### config.mk
export PLATFORM = sky130hd
export DESIGN_NAME = eefl_top
export DESIGN_NICKNAME = d
export VERILOG_FILES = /design/src/core/eefl_pkg.sv /design/src/core/eefl_top.sv
export VERILOG_INCLUDE_DIRS = /design/src /design/src/core
export SDC_FILE = /design/constraint.sdc
export NUM_CORES = 1
export LEC_CHECK = 0
export ABC_AREA = 1
export BUFFER_PORTS_ARGS = -buffer_cell sky130_fd_sc_hd__buf_2
export CORE_ASPECT_RATIO = 1.1
export CORE_MARGIN = 2
export CORE_UTILIZATION = 55
export DETAILED_ROUTE_END_ITERATION = 8
export PLACE_DENSITY = 0.75
export SLEW_MARGIN = 40
export SYNTH_ARGS = -nofsm -noshare
export SYNTH_HDL_FRONTEND = slang
export SYNTH_SLANG_ARGS = --single-unit
### constraint.sdc
create_clock -name clk_i -period 3.4 [get_ports clk_i]
set_clock_uncertainty 0.2 [all_clocks]
set_input_delay 0.17 -clock clk_i [delete_from_list [all_inputs] [get_ports clk_i]]
set_output_delay 0.17 -clock clk_i [all_outputs]
set_load 0.1 [all_outputs]
### src/core/eefl_cfg.svh
// constants of the ethernet event flag logic
// Notes on behaviour
// - abort on retries, window, late collision
// - abort when deferral limit reached, no wait
// - abort oversize frame unless huge allowed
// - abort sets sticky tx error flag
// - tx error with enables drives request low
// - abort clears request, sets aborted, writes vector
// - tx error sets tx done same cycle
// - full duplex: only oversize causes error
// - request falling edge sets tx done
// - link flag stays clear by default
// - link flag mirrors phy global flag
// - link request needs all four enables
// - phy flag read clears link flags
// - copy start falling edge sets done
// - rx pending set while counter nonzero
// - rx pending clears when counter zero
// - new packet with enables drives request
// - copy done requests only when enabled
// - wake packet raises counter and request
// - global enable low keeps request high
`ifndef EEFL_CFG_SVH
`define EEFL_CFG_SVH
`define EEFL_A_FLAGS    3'h0
`define EEFL_A_ENABLES  3'h1
`define EEFL_A_CTRL     3'h2
`define EEFL_A_STATUS   3'h3
`define EEFL_A_PHYFLAG  3'h4
`define EEFL_A_PHYEN    3'h5
`define EEFL_A_PKTCNT   3'h6
`define EEFL_A_CFG      3'h7
`define EEFL_B_RXPEND   6
`define EEFL_B_COPY     5
`define EEFL_B_LINK     4
`define EEFL_B_TXDONE   3
`define EEFL_B_TXERR    1
`define EEFL_B_GLOBAL   7
`define EEFL_B_COPYST   5
`define EEFL_B_TXREQ    3
`define EEFL_B_LATE_COLLISION_SEEN  4
`define EEFL_B_ABORTED  1
`define EEFL_B_PLNK     4
`define EEFL_B_PGLB     2
`define EEFL_B_DUPLEX   0
`define EEFL_B_WAITF    1
`define EEFL_B_HUGE     2
`define EEFL_LATE_BYTES 16'h0040
`define EEFL_WAIT_FOREVER_CFG_NS   2428700
`define EEFL_CLK_NS     4
`define EEFL_WAIT_FOREVER_CFG_CYC  (`EEFL_WAIT_FOREVER_CFG_NS / `EEFL_CLK_NS)
`endif

### src/core/eefl_pkg.sv
// types of the ethernet event flag logic
package eefl_pkg;
    typedef enum logic [1:0] {
        TX_IDLE  = 2'b00,
        TX_WAIT_FOREVER_CFG = 2'b01,
        TX_SEND  = 2'b10
    } eefl_tx_type;
endpackage : eefl_pkg

### src/core/eefl_top.sv
// event flags, abort detection and active-low request output
`timescale 1ns/1ns
`default_nettype none
`include "eefl_cfg.svh"
module eefl_top #(
    parameter int WAIT_FOREVER_CFG_CYC = `EEFL_WAIT_FOREVER_CFG_CYC
) (
    // clock and reset
    input  wire logic        clk_i,
    input  wire logic        rst_i,
    // register port
    input  wire logic [2:0]  addr_i,
    input  wire logic [7:0]  wdata_i,
    input  wire logic        wr_i,
    input  wire logic        clr_i,
    input  wire logic        rd_i,
    output logic      [7:0]  rdata_o,
    // mac and receive events
    input  wire logic        medium_busy_i,
    input  wire logic        tx_byte_i,
    input  wire logic        tx_end_i,
    input  wire logic        collision_i,
    input  wire logic [3:0]  retry_maximum_i,
    input  wire logic [15:0] collision_window_i,
    input  wire logic [15:0] max_frame_length_i,
    input  wire logic        per_packet_cfg_select_i,
    input  wire logic        per_packet_huge_allow_i,
    input  wire logic        phy_link_event_i,
    input  wire logic        copy_engine_finish_i,
    input  wire logic        rx_packet_stored_i,
    input  wire logic        power_save_i,
    input  wire logic        rx_enable_i,
    // outputs
    output logic             tx_vector_write_o,
    output logic             request_n_o
);
    // registered state
    logic [7:0]            enable_q;
    logic [7:0]            cfg_q;
    logic [1:0]            phy_en_q;
    logic                  tx_err_q;
    logic                  tx_done_q;
    logic                  copy_done_q;
    logic                  plnk_q;
    logic                  tx_request_q;
    logic                  copy_start_q;
    logic                  late_q;
    logic                  abort_st_q;
    logic [7:0]            pkt_cnt_q;
    logic [15:0]           byte_q;
    logic [3:0]            retry_q;
    logic [31:0]           wait_forever_cfg_q;
    eefl_pkg::eefl_tx_type st_q;
    // decoded events
    logic                  abort;
    logic                  req_fall;
    logic                  copy_fall;
    logic                  link_flag;
    logic                  rx_pend;
    logic                  pkt_dec;
    logic                  phy_rd;
    logic                  rx_new;
    logic                  full_duplex;
    logic                  huge_ok;
    logic                  late_hit;
    logic                  tx_fin;

    function automatic logic wr_at(input logic [2:0] a, input logic [2:0] r);
        wr_at = wr_i && (a == r);
    endfunction : wr_at

    //------------------------------------------------
    // abort detection
    //------------------------------------------------
    assign full_duplex = cfg_q[`EEFL_B_DUPLEX];
    assign huge_ok = cfg_q[`EEFL_B_HUGE] || (per_packet_cfg_select_i && per_packet_huge_allow_i);
    assign late_hit = byte_q >= `EEFL_LATE_BYTES;
    assign tx_fin = tx_request_q && st_q == eefl_pkg::TX_SEND && tx_end_i;
    always_comb begin
        abort = 1'b0;
        // state lags a host cancel by one cycle, so gate on the request itself
        if (tx_request_q && st_q == eefl_pkg::TX_SEND) begin
            if (tx_byte_i && !huge_ok && byte_q >= max_frame_length_i)
                abort = 1'b1;
            if (!full_duplex && collision_i && (retry_q >= retry_maximum_i ||
                byte_q > collision_window_i || late_hit))
                abort = 1'b1;
        end else if (tx_request_q && st_q == eefl_pkg::TX_WAIT_FOREVER_CFG) begin
            if (!full_duplex && !cfg_q[`EEFL_B_WAITF] && medium_busy_i &&
                wait_forever_cfg_q >= 32'(WAIT_FOREVER_CFG_CYC - 1))
                abort = 1'b1;
        end
    end

    // byte and deferral counters restart on every new attempt, retry_q counts up instead; all restart after every abort
    always_ff @(posedge clk_i or posedge rst_i) begin
        if (rst_i) begin
            st_q <= eefl_pkg::TX_IDLE;
            byte_q <= 16'h0000;
            retry_q <= 4'h0;
            wait_forever_cfg_q <= 32'h0000_0000;
        end else if (!tx_request_q || abort) begin
            st_q <= eefl_pkg::TX_IDLE;
            byte_q <= 16'h0000;
            retry_q <= 4'h0;
            wait_forever_cfg_q <= 32'h0000_0000;
        end else begin
            case (st_q)
                eefl_pkg::TX_IDLE: st_q <= eefl_pkg::TX_WAIT_FOREVER_CFG;
                eefl_pkg::TX_WAIT_FOREVER_CFG: begin
                    if (medium_busy_i && !full_duplex) begin
                        wait_forever_cfg_q <= wait_forever_cfg_q + 32'h1;
                    end else begin
                        st_q <= eefl_pkg::TX_SEND;
                    end
                end
                eefl_pkg::TX_SEND: begin
                    if (collision_i && !full_duplex) begin
                        retry_q <= retry_q + 4'h1;
                        byte_q <= 16'h0000;
                        wait_forever_cfg_q <= 32'h0000_0000;
                        st_q <= eefl_pkg::TX_WAIT_FOREVER_CFG;
                    end else if (tx_byte_i) begin
                        byte_q <= byte_q + 16'h1;
                    end
                end
                default: st_q <= eefl_pkg::TX_IDLE;
            endcase
        end
    end

    //------------------------------------------------
    // control and status bits
    //------------------------------------------------
    always_ff @(posedge clk_i or posedge rst_i) begin
        if (rst_i) begin
            tx_request_q <= 1'b0;
            copy_start_q <= 1'b0;
            late_q <= 1'b0;
            abort_st_q <= 1'b0;
            tx_vector_write_o <= 1'b0;
        end else begin
            tx_vector_write_o <= abort || tx_fin;
            if (abort || tx_fin)
                tx_request_q <= 1'b0;
            else if (wr_at(addr_i, `EEFL_A_CTRL))
                tx_request_q <= wdata_i[`EEFL_B_TXREQ];
            else if (clr_i && addr_i == `EEFL_A_CTRL && wdata_i[`EEFL_B_TXREQ])
                tx_request_q <= 1'b0;
            if (copy_engine_finish_i)
                copy_start_q <= 1'b0;
            else if (wr_at(addr_i, `EEFL_A_CTRL))
                copy_start_q <= wdata_i[`EEFL_B_COPYST];
            else if (clr_i && addr_i == `EEFL_A_CTRL && wdata_i[`EEFL_B_COPYST])
                copy_start_q <= 1'b0;
            if (abort)
                abort_st_q <= 1'b1;
            else if (clr_i && addr_i == `EEFL_A_STATUS && wdata_i[`EEFL_B_ABORTED])
                abort_st_q <= 1'b0;
            if (abort && collision_i && late_hit)
                late_q <= 1'b1;
            else if (clr_i && addr_i == `EEFL_A_STATUS && wdata_i[`EEFL_B_LATE_COLLISION_SEEN])
                late_q <= 1'b0;
        end
    end

    //------------------------------------------------
    // event flags
    //------------------------------------------------
    assign req_fall = tx_request_q && (abort || (st_q == eefl_pkg::TX_SEND && tx_end_i) ||
        (wr_at(addr_i, `EEFL_A_CTRL) && !wdata_i[`EEFL_B_TXREQ]) ||
        (clr_i && addr_i == `EEFL_A_CTRL && wdata_i[`EEFL_B_TXREQ]));
    assign copy_fall = copy_start_q && (copy_engine_finish_i ||
        (wr_at(addr_i, `EEFL_A_CTRL) && !wdata_i[`EEFL_B_COPYST]) ||
        (clr_i && addr_i == `EEFL_A_CTRL && wdata_i[`EEFL_B_COPYST]));
    assign phy_rd = rd_i && addr_i == `EEFL_A_PHYFLAG;
    assign pkt_dec = clr_i && addr_i == `EEFL_A_PKTCNT && pkt_cnt_q != 8'h00;
    assign rx_new = rx_packet_stored_i && !power_save_i && rx_enable_i && pkt_cnt_q != 8'hFF;
    assign link_flag = plnk_q && phy_en_q[0] && phy_en_q[1];
    assign rx_pend = pkt_cnt_q != 8'h00;

    function automatic logic bit_clr(input int b);
        bit_clr = clr_i && addr_i == `EEFL_A_FLAGS && wdata_i[b];
    endfunction : bit_clr

    always_ff @(posedge clk_i or posedge rst_i) begin
        if (rst_i) begin
            tx_err_q <= 1'b0;
            tx_done_q <= 1'b0;
            copy_done_q <= 1'b0;
        end else begin
            if (abort)
                tx_err_q <= 1'b1;
            else if (bit_clr(`EEFL_B_TXERR))
                tx_err_q <= 1'b0;
            if (req_fall)
                tx_done_q <= 1'b1;
            else if (bit_clr(`EEFL_B_TXDONE))
                tx_done_q <= 1'b0;
            if (copy_fall)
                copy_done_q <= 1'b1;
            else if (bit_clr(`EEFL_B_COPY))
                copy_done_q <= 1'b0;
        end
    end

    always_ff @(posedge clk_i or posedge rst_i) begin
        if (rst_i) begin
            plnk_q <= 1'b0;
            phy_en_q <= 2'b00;
        end else begin
            if (phy_link_event_i)
                plnk_q <= 1'b1;
            else if (phy_rd)
                plnk_q <= 1'b0;
            if (wr_at(addr_i, `EEFL_A_PHYEN))
                phy_en_q <= {wdata_i[`EEFL_B_PLNK], wdata_i[`EEFL_B_PGLB - 1]};
        end
    end

    // a store and a decrement in one cycle cancel out
    always_ff @(posedge clk_i or posedge rst_i) begin
        if (rst_i)
            pkt_cnt_q <= 8'h00;
        else if (rx_new && !pkt_dec)
            pkt_cnt_q <= pkt_cnt_q + 8'h01;
        else if (pkt_dec && !rx_new)
            pkt_cnt_q <= pkt_cnt_q - 8'h01;
    end

    //------------------------------------------------
    // enables and configuration
    //------------------------------------------------
    always_ff @(posedge clk_i or posedge rst_i) begin
        if (rst_i) begin
            enable_q <= 8'h00;
            cfg_q <= 8'h00;
        end else begin
            if (wr_at(addr_i, `EEFL_A_ENABLES))
                enable_q <= wdata_i & 8'hFA;
            if (wr_at(addr_i, `EEFL_A_CFG))
                cfg_q <= wdata_i & 8'h07;
        end
    end

    //------------------------------------------------
    // request output and read data
    //------------------------------------------------
    always_ff @(posedge clk_i or posedge rst_i) begin
        if (rst_i)
            request_n_o <= 1'b1;
        else
            request_n_o <= !(enable_q[`EEFL_B_GLOBAL] && (
                (tx_err_q && enable_q[`EEFL_B_TXERR]) ||
                (tx_done_q && enable_q[`EEFL_B_TXDONE]) ||
                (link_flag && enable_q[`EEFL_B_LINK]) ||
                (copy_done_q && enable_q[`EEFL_B_COPY]) ||
                (rx_pend && enable_q[`EEFL_B_RXPEND])));
    end

    // read data stand one cycle after the strobe, zero otherwise
    always_ff @(posedge clk_i or posedge rst_i) begin
        if (rst_i)
            rdata_o <= 8'h00;
        else if (rd_i) begin
            case (addr_i)
                `EEFL_A_FLAGS: rdata_o <= {1'b0, rx_pend, copy_done_q, link_flag,
                                           tx_done_q, 1'b0, tx_err_q, 1'b0};
                `EEFL_A_ENABLES: rdata_o <= enable_q;
                `EEFL_A_CTRL: rdata_o <= {2'b00, copy_start_q, 1'b0, tx_request_q, 3'b000};
                `EEFL_A_STATUS: rdata_o <= {!request_n_o, 2'b00, late_q, 2'b00, abort_st_q, 1'b0};
                `EEFL_A_PHYFLAG: rdata_o <= {3'b000, link_flag, 1'b0, link_flag, 2'b00};
                `EEFL_A_PHYEN: rdata_o <= {3'b000, phy_en_q[1], 2'b00, phy_en_q[0], 1'b0};
                `EEFL_A_PKTCNT: rdata_o <= pkt_cnt_q;
                `EEFL_A_CFG: rdata_o <= cfg_q;
                default: rdata_o <= 8'h00;
            endcase
        end else
            rdata_o <= 8'h00;
    end

    //------------------------------------------------
    // checks
    //------------------------------------------------
    a_err_sets_done: assert property (@(posedge clk_i) disable iff (rst_i)
        abort |=> tx_err_q && tx_done_q) else $error("abort missed flags");
    a_err_sticky: assert property (@(posedge clk_i) disable iff (rst_i)
        tx_err_q && !bit_clr(`EEFL_B_TXERR) |=> tx_err_q) else $error("error flag lost");
    a_abort_drops_req: assert property (@(posedge clk_i) disable iff (rst_i)
        abort |=> !tx_request_q && abort_st_q && tx_vector_write_o) else $error("abort");
    a_global_off_high: assert property (@(posedge clk_i) disable iff (rst_i)
        !enable_q[`EEFL_B_GLOBAL] |=> request_n_o) else $error("request while off");
    a_err_request: assert property (@(posedge clk_i) disable iff (rst_i)
        tx_err_q && enable_q[`EEFL_B_TXERR] && enable_q[`EEFL_B_GLOBAL] |=> !request_n_o)
        else $error("error request missing");
    a_rx_pending: assert property (@(posedge clk_i) disable iff (rst_i)
        rx_new && !pkt_dec |=> rx_pend) else $error("pending not set");
    a_link_default: assert property (@(posedge clk_i) disable iff (rst_i)
        phy_en_q != 2'b11 |-> !link_flag) else $error("link flag while disabled");
    a_phy_read_clear: assert property (@(posedge clk_i) disable iff (rst_i)
        phy_rd && !phy_link_event_i |=> !link_flag) else $error("read did not clear");
    a_copy_done: assert property (@(posedge clk_i) disable iff (rst_i)
        $fell(copy_start_q) |-> copy_done_q) else $error("copy done missing");
    a_duplex_only_size: assert property (@(posedge clk_i) disable iff (rst_i)
        full_duplex && abort |-> st_q == eefl_pkg::TX_SEND && !huge_ok)
        else $error("duplex abort cause");

    //------------------------------------------------
    // checks on transmit abort
    //------------------------------------------------
    a_retry_abort: assert property (@(posedge clk_i) disable iff (rst_i)
        tx_request_q && st_q == eefl_pkg::TX_SEND && !full_duplex && collision_i &&
        retry_q >= retry_maximum_i |-> abort)
        else $error("retry abort missing");
    a_late_status: assert property (@(posedge clk_i) disable iff (rst_i)
        abort && collision_i && late_hit |=> late_q)
        else $error("late collision not marked");
    a_wait_forever_cfg_abort: assert property (@(posedge clk_i) disable iff (rst_i)
        tx_request_q && st_q == eefl_pkg::TX_WAIT_FOREVER_CFG && !full_duplex && !cfg_q[`EEFL_B_WAITF] &&
        medium_busy_i && wait_forever_cfg_q >= 32'(WAIT_FOREVER_CFG_CYC - 1) |-> abort)
        else $error("deferral abort missing");
    a_size_abort: assert property (@(posedge clk_i) disable iff (rst_i)
        tx_request_q && st_q == eefl_pkg::TX_SEND && tx_byte_i && !huge_ok &&
        byte_q >= max_frame_length_i |-> abort)
        else $error("oversize abort missing");
    // set wins: a clear in the abort cycle is lost
    a_err_clear: assert property (@(posedge clk_i) disable iff (rst_i)
        bit_clr(`EEFL_B_TXERR) && !abort |=> !tx_err_q) else $error("error not cleared");
    a_no_retry: assert property (@(posedge clk_i) disable iff (rst_i)
        abort |=> st_q == eefl_pkg::TX_IDLE) else $error("abort retried");
    a_vector_once: assert property (@(posedge clk_i) disable iff (rst_i)
        tx_vector_write_o |=> !tx_vector_write_o) else $error("vector written twice");

    //------------------------------------------------
    // checks on flags
    //------------------------------------------------
    a_req_fall_done: assert property (@(posedge clk_i) disable iff (rst_i)
        req_fall |=> tx_done_q) else $error("done flag not set");
    a_done_sticky: assert property (@(posedge clk_i) disable iff (rst_i)
        tx_done_q && !bit_clr(`EEFL_B_TXDONE) |=> tx_done_q) else $error("done flag lost");
    a_done_cause: assert property (@(posedge clk_i) disable iff (rst_i)
        $rose(tx_done_q) |-> $past(tx_request_q)) else $error("done without request");
    a_link_mirror: assert property (@(posedge clk_i) disable iff (rst_i)
        phy_en_q == 2'b11 |-> link_flag == plnk_q) else $error("link flag not mirrored");
    a_copy_fall_set: assert property (@(posedge clk_i) disable iff (rst_i)
        copy_fall |=> copy_done_q) else $error("copy done not set");
    a_copy_sticky: assert property (@(posedge clk_i) disable iff (rst_i)
        copy_done_q && !bit_clr(`EEFL_B_COPY) |=> copy_done_q) else $error("copy done lost");
    a_pend_hold: assert property (@(posedge clk_i) disable iff (rst_i)
        rx_pend && !pkt_dec |=> rx_pend) else $error("pending lost");
    a_pend_clear: assert property (@(posedge clk_i) disable iff (rst_i)
        pkt_dec && !rx_new && pkt_cnt_q == 8'h01 |=> !rx_pend) else $error("pending stuck");
    a_wake_count: assert property (@(posedge clk_i) disable iff (rst_i)
        rx_new && !pkt_dec && pkt_cnt_q == 8'h00 |=> pkt_cnt_q == 8'h01)
        else $error("counter not raised");
    a_wake_refused: assert property (@(posedge clk_i) disable iff (rst_i)
        rx_packet_stored_i && (power_save_i || !rx_enable_i) && !pkt_dec |=> $stable(pkt_cnt_q))
        else $error("counted while disabled");

    //------------------------------------------------
    // checks on the request output
    //------------------------------------------------
    a_link_request: assert property (@(posedge clk_i) disable iff (rst_i)
        link_flag && enable_q[`EEFL_B_LINK] && enable_q[`EEFL_B_GLOBAL] |=> !request_n_o)
        else $error("link request missing");
    a_copy_request: assert property (@(posedge clk_i) disable iff (rst_i)
        copy_done_q && enable_q[`EEFL_B_COPY] && enable_q[`EEFL_B_GLOBAL] |=> !request_n_o)
        else $error("copy request missing");
    a_pend_request: assert property (@(posedge clk_i) disable iff (rst_i)
        rx_pend && enable_q[`EEFL_B_RXPEND] && enable_q[`EEFL_B_GLOBAL] |=> !request_n_o)
        else $error("pending request missing");
    a_idle_release: assert property (@(posedge clk_i) disable iff (rst_i)
        !tx_err_q && !tx_done_q && !link_flag && !copy_done_q && !rx_pend |=> request_n_o)
        else $error("request without flag");
endmodule : eefl_top
`default_nettype wire

# ---- Word-level counts from Yosys, hierarchy flattened
# Index checks and enable logic that the tools add are counted.
dict set report word_totals {
  register_bits 91
  elab_cells 178
}
dict set report classes {
  mux 42
  n_addsub 5
  order_cmp 5
  eq_ne 13
  reduce_logical 94
}
# operator n
set ops {}
lappend ops {{two-way mux 32 bit} 3}
lappend ops {{two-way mux 16 bit} 4}
lappend ops {{case mux 32 bit (2 select lines)} 1}
lappend ops {{case mux 8 bit (8 select lines)} 1}
lappend ops {{logical AND 1 bit} 49}
lappend ops {{adder 32 x 1 -> 32 bit (second input constant)} 1}
lappend ops {{greater-or-equal comparator 32 x 20 -> 1 bit (second input constant)} 1}
lappend ops {{two-way mux 8 bit} 3}
lappend ops {{two-way mux 1 bit} 23}
lappend ops {{nonzero test 2 bit} 9}
lappend ops {{adder 16 x 1 -> 16 bit (second input constant)} 1}
lappend ops {{greater-or-equal comparator 16 bit} 1}
lappend ops {{greater-or-equal comparator 16 x 7 -> 1 bit (second input constant)} 1}
lappend ops {{> comparator 16 bit} 1}
lappend ops {{logical OR 1 bit} 14}
lappend ops {{== test 3 bit (second input constant)} 4}
lappend ops {{two-way mux 4 bit} 3}
lappend ops {{nonzero test 3 bit} 4}
lappend ops {{zero test 1 bit} 11}
lappend ops {{adder 8 x 1 -> 8 bit (second input constant)} 1}
lappend ops {{!= test 8 bit (second input constant)} 1}
lappend ops {{nonzero test 8 bit} 1}
lappend ops {{subtractor 8 x 1 -> 8 bit (second input constant)} 1}
lappend ops {{== test 3 x 2 -> 1 bit (second input constant)} 2}
lappend ops {{other kinds (13)} 18}

# ---- Depth between registers and ports, before layout
dict set report logic_depth {
  depth_word 13
  ltp_mapped 23
  depth_no_buf 22
}

# ---- Worst setup path before layout
# OpenSTA, ideal clock, no wires.
dict set report synth_timing {
  path_kind {in2reg}
  start {input port addr_i[2]}
  end {register pkt_cnt_q[7]}
  path_buffers 0
  path_slack_ps 440
  cell_stages 17
  arrival_time_ps 2629
  cell_sequence {inv_1 > nor3_1 > nand3_1 > ha_1 > inv_1 > ha_1 > a21oi_1 > nand2_1 > nand2_1 > nand2_1 > a21oi_1 > nor2_1 > nor2_1 > o21bai_1 > a21oi_1 > o21ai_0 > xor2_1}
}
dict set report synth_between {
  elab_chain_cells 6
  word_cells_on_any_way 8
  classes_between {eq/ne (1); mux (1); reduce/logical (6)}
}
# item line_no
set synth_rtl {}
lappend synth_rtl {{from (decl)} eefl_top.sv:12} ;# input wire logic [2:0] addr_i,
lappend synth_rtl {{== test 3 bit (*)} -}
lappend synth_rtl {{logical AND 1 bit (no line) (*)} -}
lappend synth_rtl {{logical AND 1 bit (*)} eefl_top.sv:177} ;# assign pkt_dec = clr_i && addr_i == `EEFL_A_PKTCNT && pkt_cnt_q != 8'h00;
lappend synth_rtl {{zero test 1 bit} eefl_top.sv:225} ;# else if (rx_new && !pkt_dec)
lappend synth_rtl {{logical AND 1 bit} eefl_top.sv:225}
lappend synth_rtl {{two-way mux 8 bit or nonzero test 2 bit (tied branches)} -}
lappend synth_rtl {{to (signal assigned)} eefl_top.sv:226} ;# pkt_cnt_q <= pkt_cnt_q + 8'h01;
lappend synth_rtl {{to (signal assigned)} eefl_top.sv:228} ;# pkt_cnt_q <= pkt_cnt_q - 8'h01;
lappend synth_rtl {{to (decl)} eefl_top.sv:49} ;# logic [7:0] pkt_cnt_q;
# Every way passes the cells marked *; elsewhere a longest branch is shown, timed or not.
# A chain may end at the register's enable or synchronous reset.

# ---- Final worst setup path
dict set report layout_timing {
  start {register pkt_cnt_q[2]}
  end {register pkt_cnt_q[7]}
}
dict set report layout_between {
  elab_chain_cells 5
  word_cells_on_any_way 13
  classes_between {add/sub (2); eq/ne (1); mux (2); reduce/logical (8)}
}
# item
set layout_rtl {}
lappend layout_rtl {{parallel branches: the longest is 5 deep, another holds subtractor 8 x 1 -> 8 bit}}
# Several ways; the timed one is not identified. The select of a mux whose other input is x is not followed.

==> out/summary.md <==
Critical path
• sky130_fd_sc_hd__dfrtp_1 — slowest CP cell
• flop — CP Capture Type
• simple AND/OR/NAND/NOR gates — family of cells with the greatest summed delay on the critical path
• reg2reg — type of the worst setup path
• nor4_2, inv_1, nor2_1, inv_1, nand3_1, ha_1, inv_2, ha_4, a21oi_1, nand2_1, nand2_1, nand2_1, a21oi_1, nor2_1, nor2_1, o21bai_1, a21oi_1, o21ai_0, xor2_1 — cell-by-cell listing of the critical path
• 9 — largest fanout on the critical path
• flop — type of origin of the critical path
• 3.43 ns — required arrival time at the worst endpoint
• 3 — Critical path buffers and inverters
• 0.46 ns — delay contributed by the slowest stage of the critical path
• 3.13 ns — critical path data arrival time

Hold path
• in2reg — class of the tightest hold or removal check

Floorplan
• 73 — number of top-level pins
• 0.0135 mm² — area of the die
• 56.9% — starting density of the core
• 42 — Cell Rows
• 0.0121 mm² — Core Area
• 122 µm — vertical extent of the die
• 111 µm — Die Wd

Global routing
• 29600 µm — global-route wire length before repair
• 0 — number of antenna violations at the first check in global routing
• 60 — maximum number of pins on one net before global-route repair
• 26.5% — global router's overall resource usage
• 0 — overflow left after global routing
• 6479 — number of global-route vias before repair

Place
• 0.953 — Final GP Congestion
• 0.00746 mm² — cell area reported after detailed placement
• 12700 µm — total half-perimeter wirelength after legalization and detailed placement
• 72 — # port buffers
• 0.124 ns — Setup Slack @ Placement

Clock network
• 2 — worst-case clock buffer depth
• 0.07 ns — post-CTS clock slew at the launch and capture registers of the worst setup and hold paths
• 3 — number of H-tree branching levels
• 91 — # clock sinks
• 9 — number of buffers inserted during clock tree synthesis
• done — TritonCTS clock tree
• 0.35 ns — clock network latency to the later pin of the worst-skew pair
• sky130_fd_sc_hd__clkbuf_16 — clock root buffer

Yosys
• 1126 — nets in the synthesized netlist
• 6.84 µm² — Avg Synthesized Cell Area
• 1010 — instance count of the mapped netlist
• 91 — number of synthesized register bits
• 33.0% — sequential element share of the synthesized area
• 49 — unique cell type count in the Yosys netlist
• 0.00691 mm² — netlist area before placement
• 32.6% — Yosys top cell area share
• 0 — number of enable-type register cells in the synthesized netlist
• sky130_fd_sc_hd__dfrtp_1 — top flip-flop cell by instance count after synthesis
• 0 — synthesis warning total
• sky130_fd_sc_hd__dfrtp_1 — dominant cell type by area after synthesis
• sky130_fd_sc_hd__dfrtp_1, sky130_fd_sc_hd__nand2_1, sky130_fd_sc_hd__ha_1, sky130_fd_sc_hd__inv_1, sky130_fd_sc_hd__nand3_1 — dominant cells by area after synthesis
• 100% — Async S/R FF share, synth

Final layout
• 12.0% — share of layout cells above drive strength 1
• 0 — count of antenna diodes in the layout
• 1215 — net total in the final layout
• 0.00796 mm² — summed area of non-filler cells in the final layout
• sky130_fd_sc_hd__nand2_1 — leading cell type in the layout, fill and taps excluded
• 15.2% — Layout area overhead
• sky130_fd_sc_hd__nand2_1, sky130_fd_sc_hd__inv_1, sky130_fd_sc_hd__nor2_1, sky130_fd_sc_hd__nand3_1, sky130_fd_sc_hd__dfrtp_1 — top library cells by usage in the layout, fill and taps aside

STA
• 91.1% — final critical-path share of the clock period
• 0 ns — final sum of negative setup slack
• 0.716 ns — Worst-Margin Slew
• 3.10 ns — time the final worst path needs with I/O delays and setup
• 0 — number of hold violations in the final report
• 0 — number of endpoints failing setup at the final stage
• no — unrepaired setup endpoints after global routing
• 0 — Final Slew Violations
• 0.303 ns — final setup margin
• 52.2% — Relative slew margins
• 323 MHz — upper clock frequency limit

Detailed routing
• 0 — number of nets with antenna violations after detailed routing
• 6 — drt first pass iters
• 5.48 — Via-to-Cell Ratio
• 558 — DRC marker count from the first detailed-route iteration
• 6889 — vias after detailed routing
• 13.7 µm — final routed wire length divided by cell count
• 17200 µm — Detailed Route WL
• 0 — DRC violations left

Pwr
• 489 mW/mm² — Pwr Density
• 0.439 mV — VDD IR max
• 4.05 nW — leakage power

Run status
• complete, no violations — result of the run

Flow run
• 0 — max capacitance violation total

-- synth_stat cells, drive strengths merged (3+ instances only) --
cell / instances
mux2: 3
a21oi: 32
nand3b: 6
a211oi: 4
o21ai: 44
nor3: 34
o2111ai: 3
clkbuf: 7
o211ai: 9
nand4: 22
dfrtp: 90
nand3: 96
a221oi: 5
nor4: 11
or2: 12
nor2: 117
buf: 15
xor2: 10
nand2: 269
ha: 52
o22ai: 4
inv: 144
-- routing by layer --
metal / vias to the layer above / global-route usage [%] / part of all wire, %
met5: - / 0 / 0
met4: 0 / 10.2 / 2.6
met3: 39 / 3.13 / 4.1
met2: 196 / 45.6 / 47
met1: 3163 / 34.6 / 46
li1: 3491 / - / -
-- layout make-up --
type | instances | area (µm²)
Clock buffer | 10 | 239
Clock inverter | 6 | 72.6
Fill cell | 1143 | 4180
Inverter | 146 | 551
Multi-Input combinational cell | 751 | 4000
Sequential cell | 91 | 2280
Tap cell | 154 | 193
Timing Repair Buffer | 100 | 623
-- metrics by stage --
| step | util (%) | power [mW] | cells | hold slack, ns |
|---|---|---|---|---|
| 3_3_place_gp | 61.5 | 2.79 | 1225 | 0.142 |
| 4_1_cts | 65.3 | 3.86 | 1257 | 0.00887 |
| 3_5_place_dp | 61.5 | 2.81 | 1225 | 0.143 |
| 5_1_grt | 65.6 | 4.15 | 1258 | 0.0351 |
| 2_1_floorplan | - | 2.42 | 1010 | 0.0623 |
| 6_report | 65.6 | 3.89 | 1258 | 0.0187 |
-- state kept, by name (all words and copies together) (netlist names), 3 cells and up --
name,flops
wait_forever_cfg_q,32
byte_q,16
pkt_cnt_q,8
rdata_o,8
enable_q,6
retry_q,4
cfg_q,3
-- path summary, 6_finish.rpt --
| path | startpoint | to | slack [ns] | cells past startpoint |
|---|---|---|---|---|
| min in group asynchronous | rst_i | wait_forever_cfg_q[27] | 0.29 | 3 |
| max | pkt_cnt_q[2] | pkt_cnt_q[7] | 0.30 | 19 |
| min reg2reg | enable_q[7] | request_n_o | 0.23 | 1 |
| max reg2reg | pkt_cnt_q[2] | pkt_cnt_q[7] | 0.30 | 19 |
| min | clr_i | copy_done_q | 0.02 | 3 |
| max in group asynchronous | rst_i | wait_forever_cfg_q[10] | 1.99 | 4 |
-- what timing repair did --
item | in CTS | in global routing
hold endpoints to repair | 74 | 0
buffers inserted | 0 | 1
hold buffers | 16 | 0
endpoints found under the setup margin | 0 | 2
gates resized for setup | 0 | 4
-- worst reg2reg max path, cell delays in order (launching register included) --
cell and delay [ns]:
sky130_fd_sc_hd__dfrtp_1 0.46, sky130_fd_sc_hd__nor4_2 0.29, sky130_fd_sc_hd__inv_1 0.06, sky130_fd_sc_hd__nor2_1 0.12, sky130_fd_sc_hd__inv_1 0.07, sky130_fd_sc_hd__nand3_1 0.08, sky130_fd_sc_hd__ha_1 0.16, sky130_fd_sc_hd__inv_2 0.10
sky130_fd_sc_hd__ha_4 0.24, sky130_fd_sc_hd__a21oi_1 0.14, sky130_fd_sc_hd__nand2_1 0.08, sky130_fd_sc_hd__nand2_1 0.08, sky130_fd_sc_hd__nand2_1 0.05, sky130_fd_sc_hd__a21oi_1 0.16, sky130_fd_sc_hd__nor2_1 0.08, sky130_fd_sc_hd__nor2_1 0.12
sky130_fd_sc_hd__o21bai_1 0.10, sky130_fd_sc_hd__a21oi_1 0.13, sky130_fd_sc_hd__o21ai_0 0.11, sky130_fd_sc_hd__xor2_1 0.15
-- power by group --
group / total, mW / switching [mW] / internal [mW] / leakage [nW]
Clock: 1.04 / 0.448 / 0.596 / 0.149
Combinational: 1.44 / 0.968 / 0.476 / 2.70
Sequential: 1.40 / 0.163 / 1.24 / 1.21
-- kinds of logic after synthesis --
group / share of synthesized area [%]
DFF: 33.0
AOI/OAI and AO/OA: 9.82
buffers and inverters: 9.45
muxes: 0.489
xor gates and xnor gates: 1.52
and+or+nand+nor: 36.0
adders and majority gates: 9.71
(Power assumes the default switching activity.)
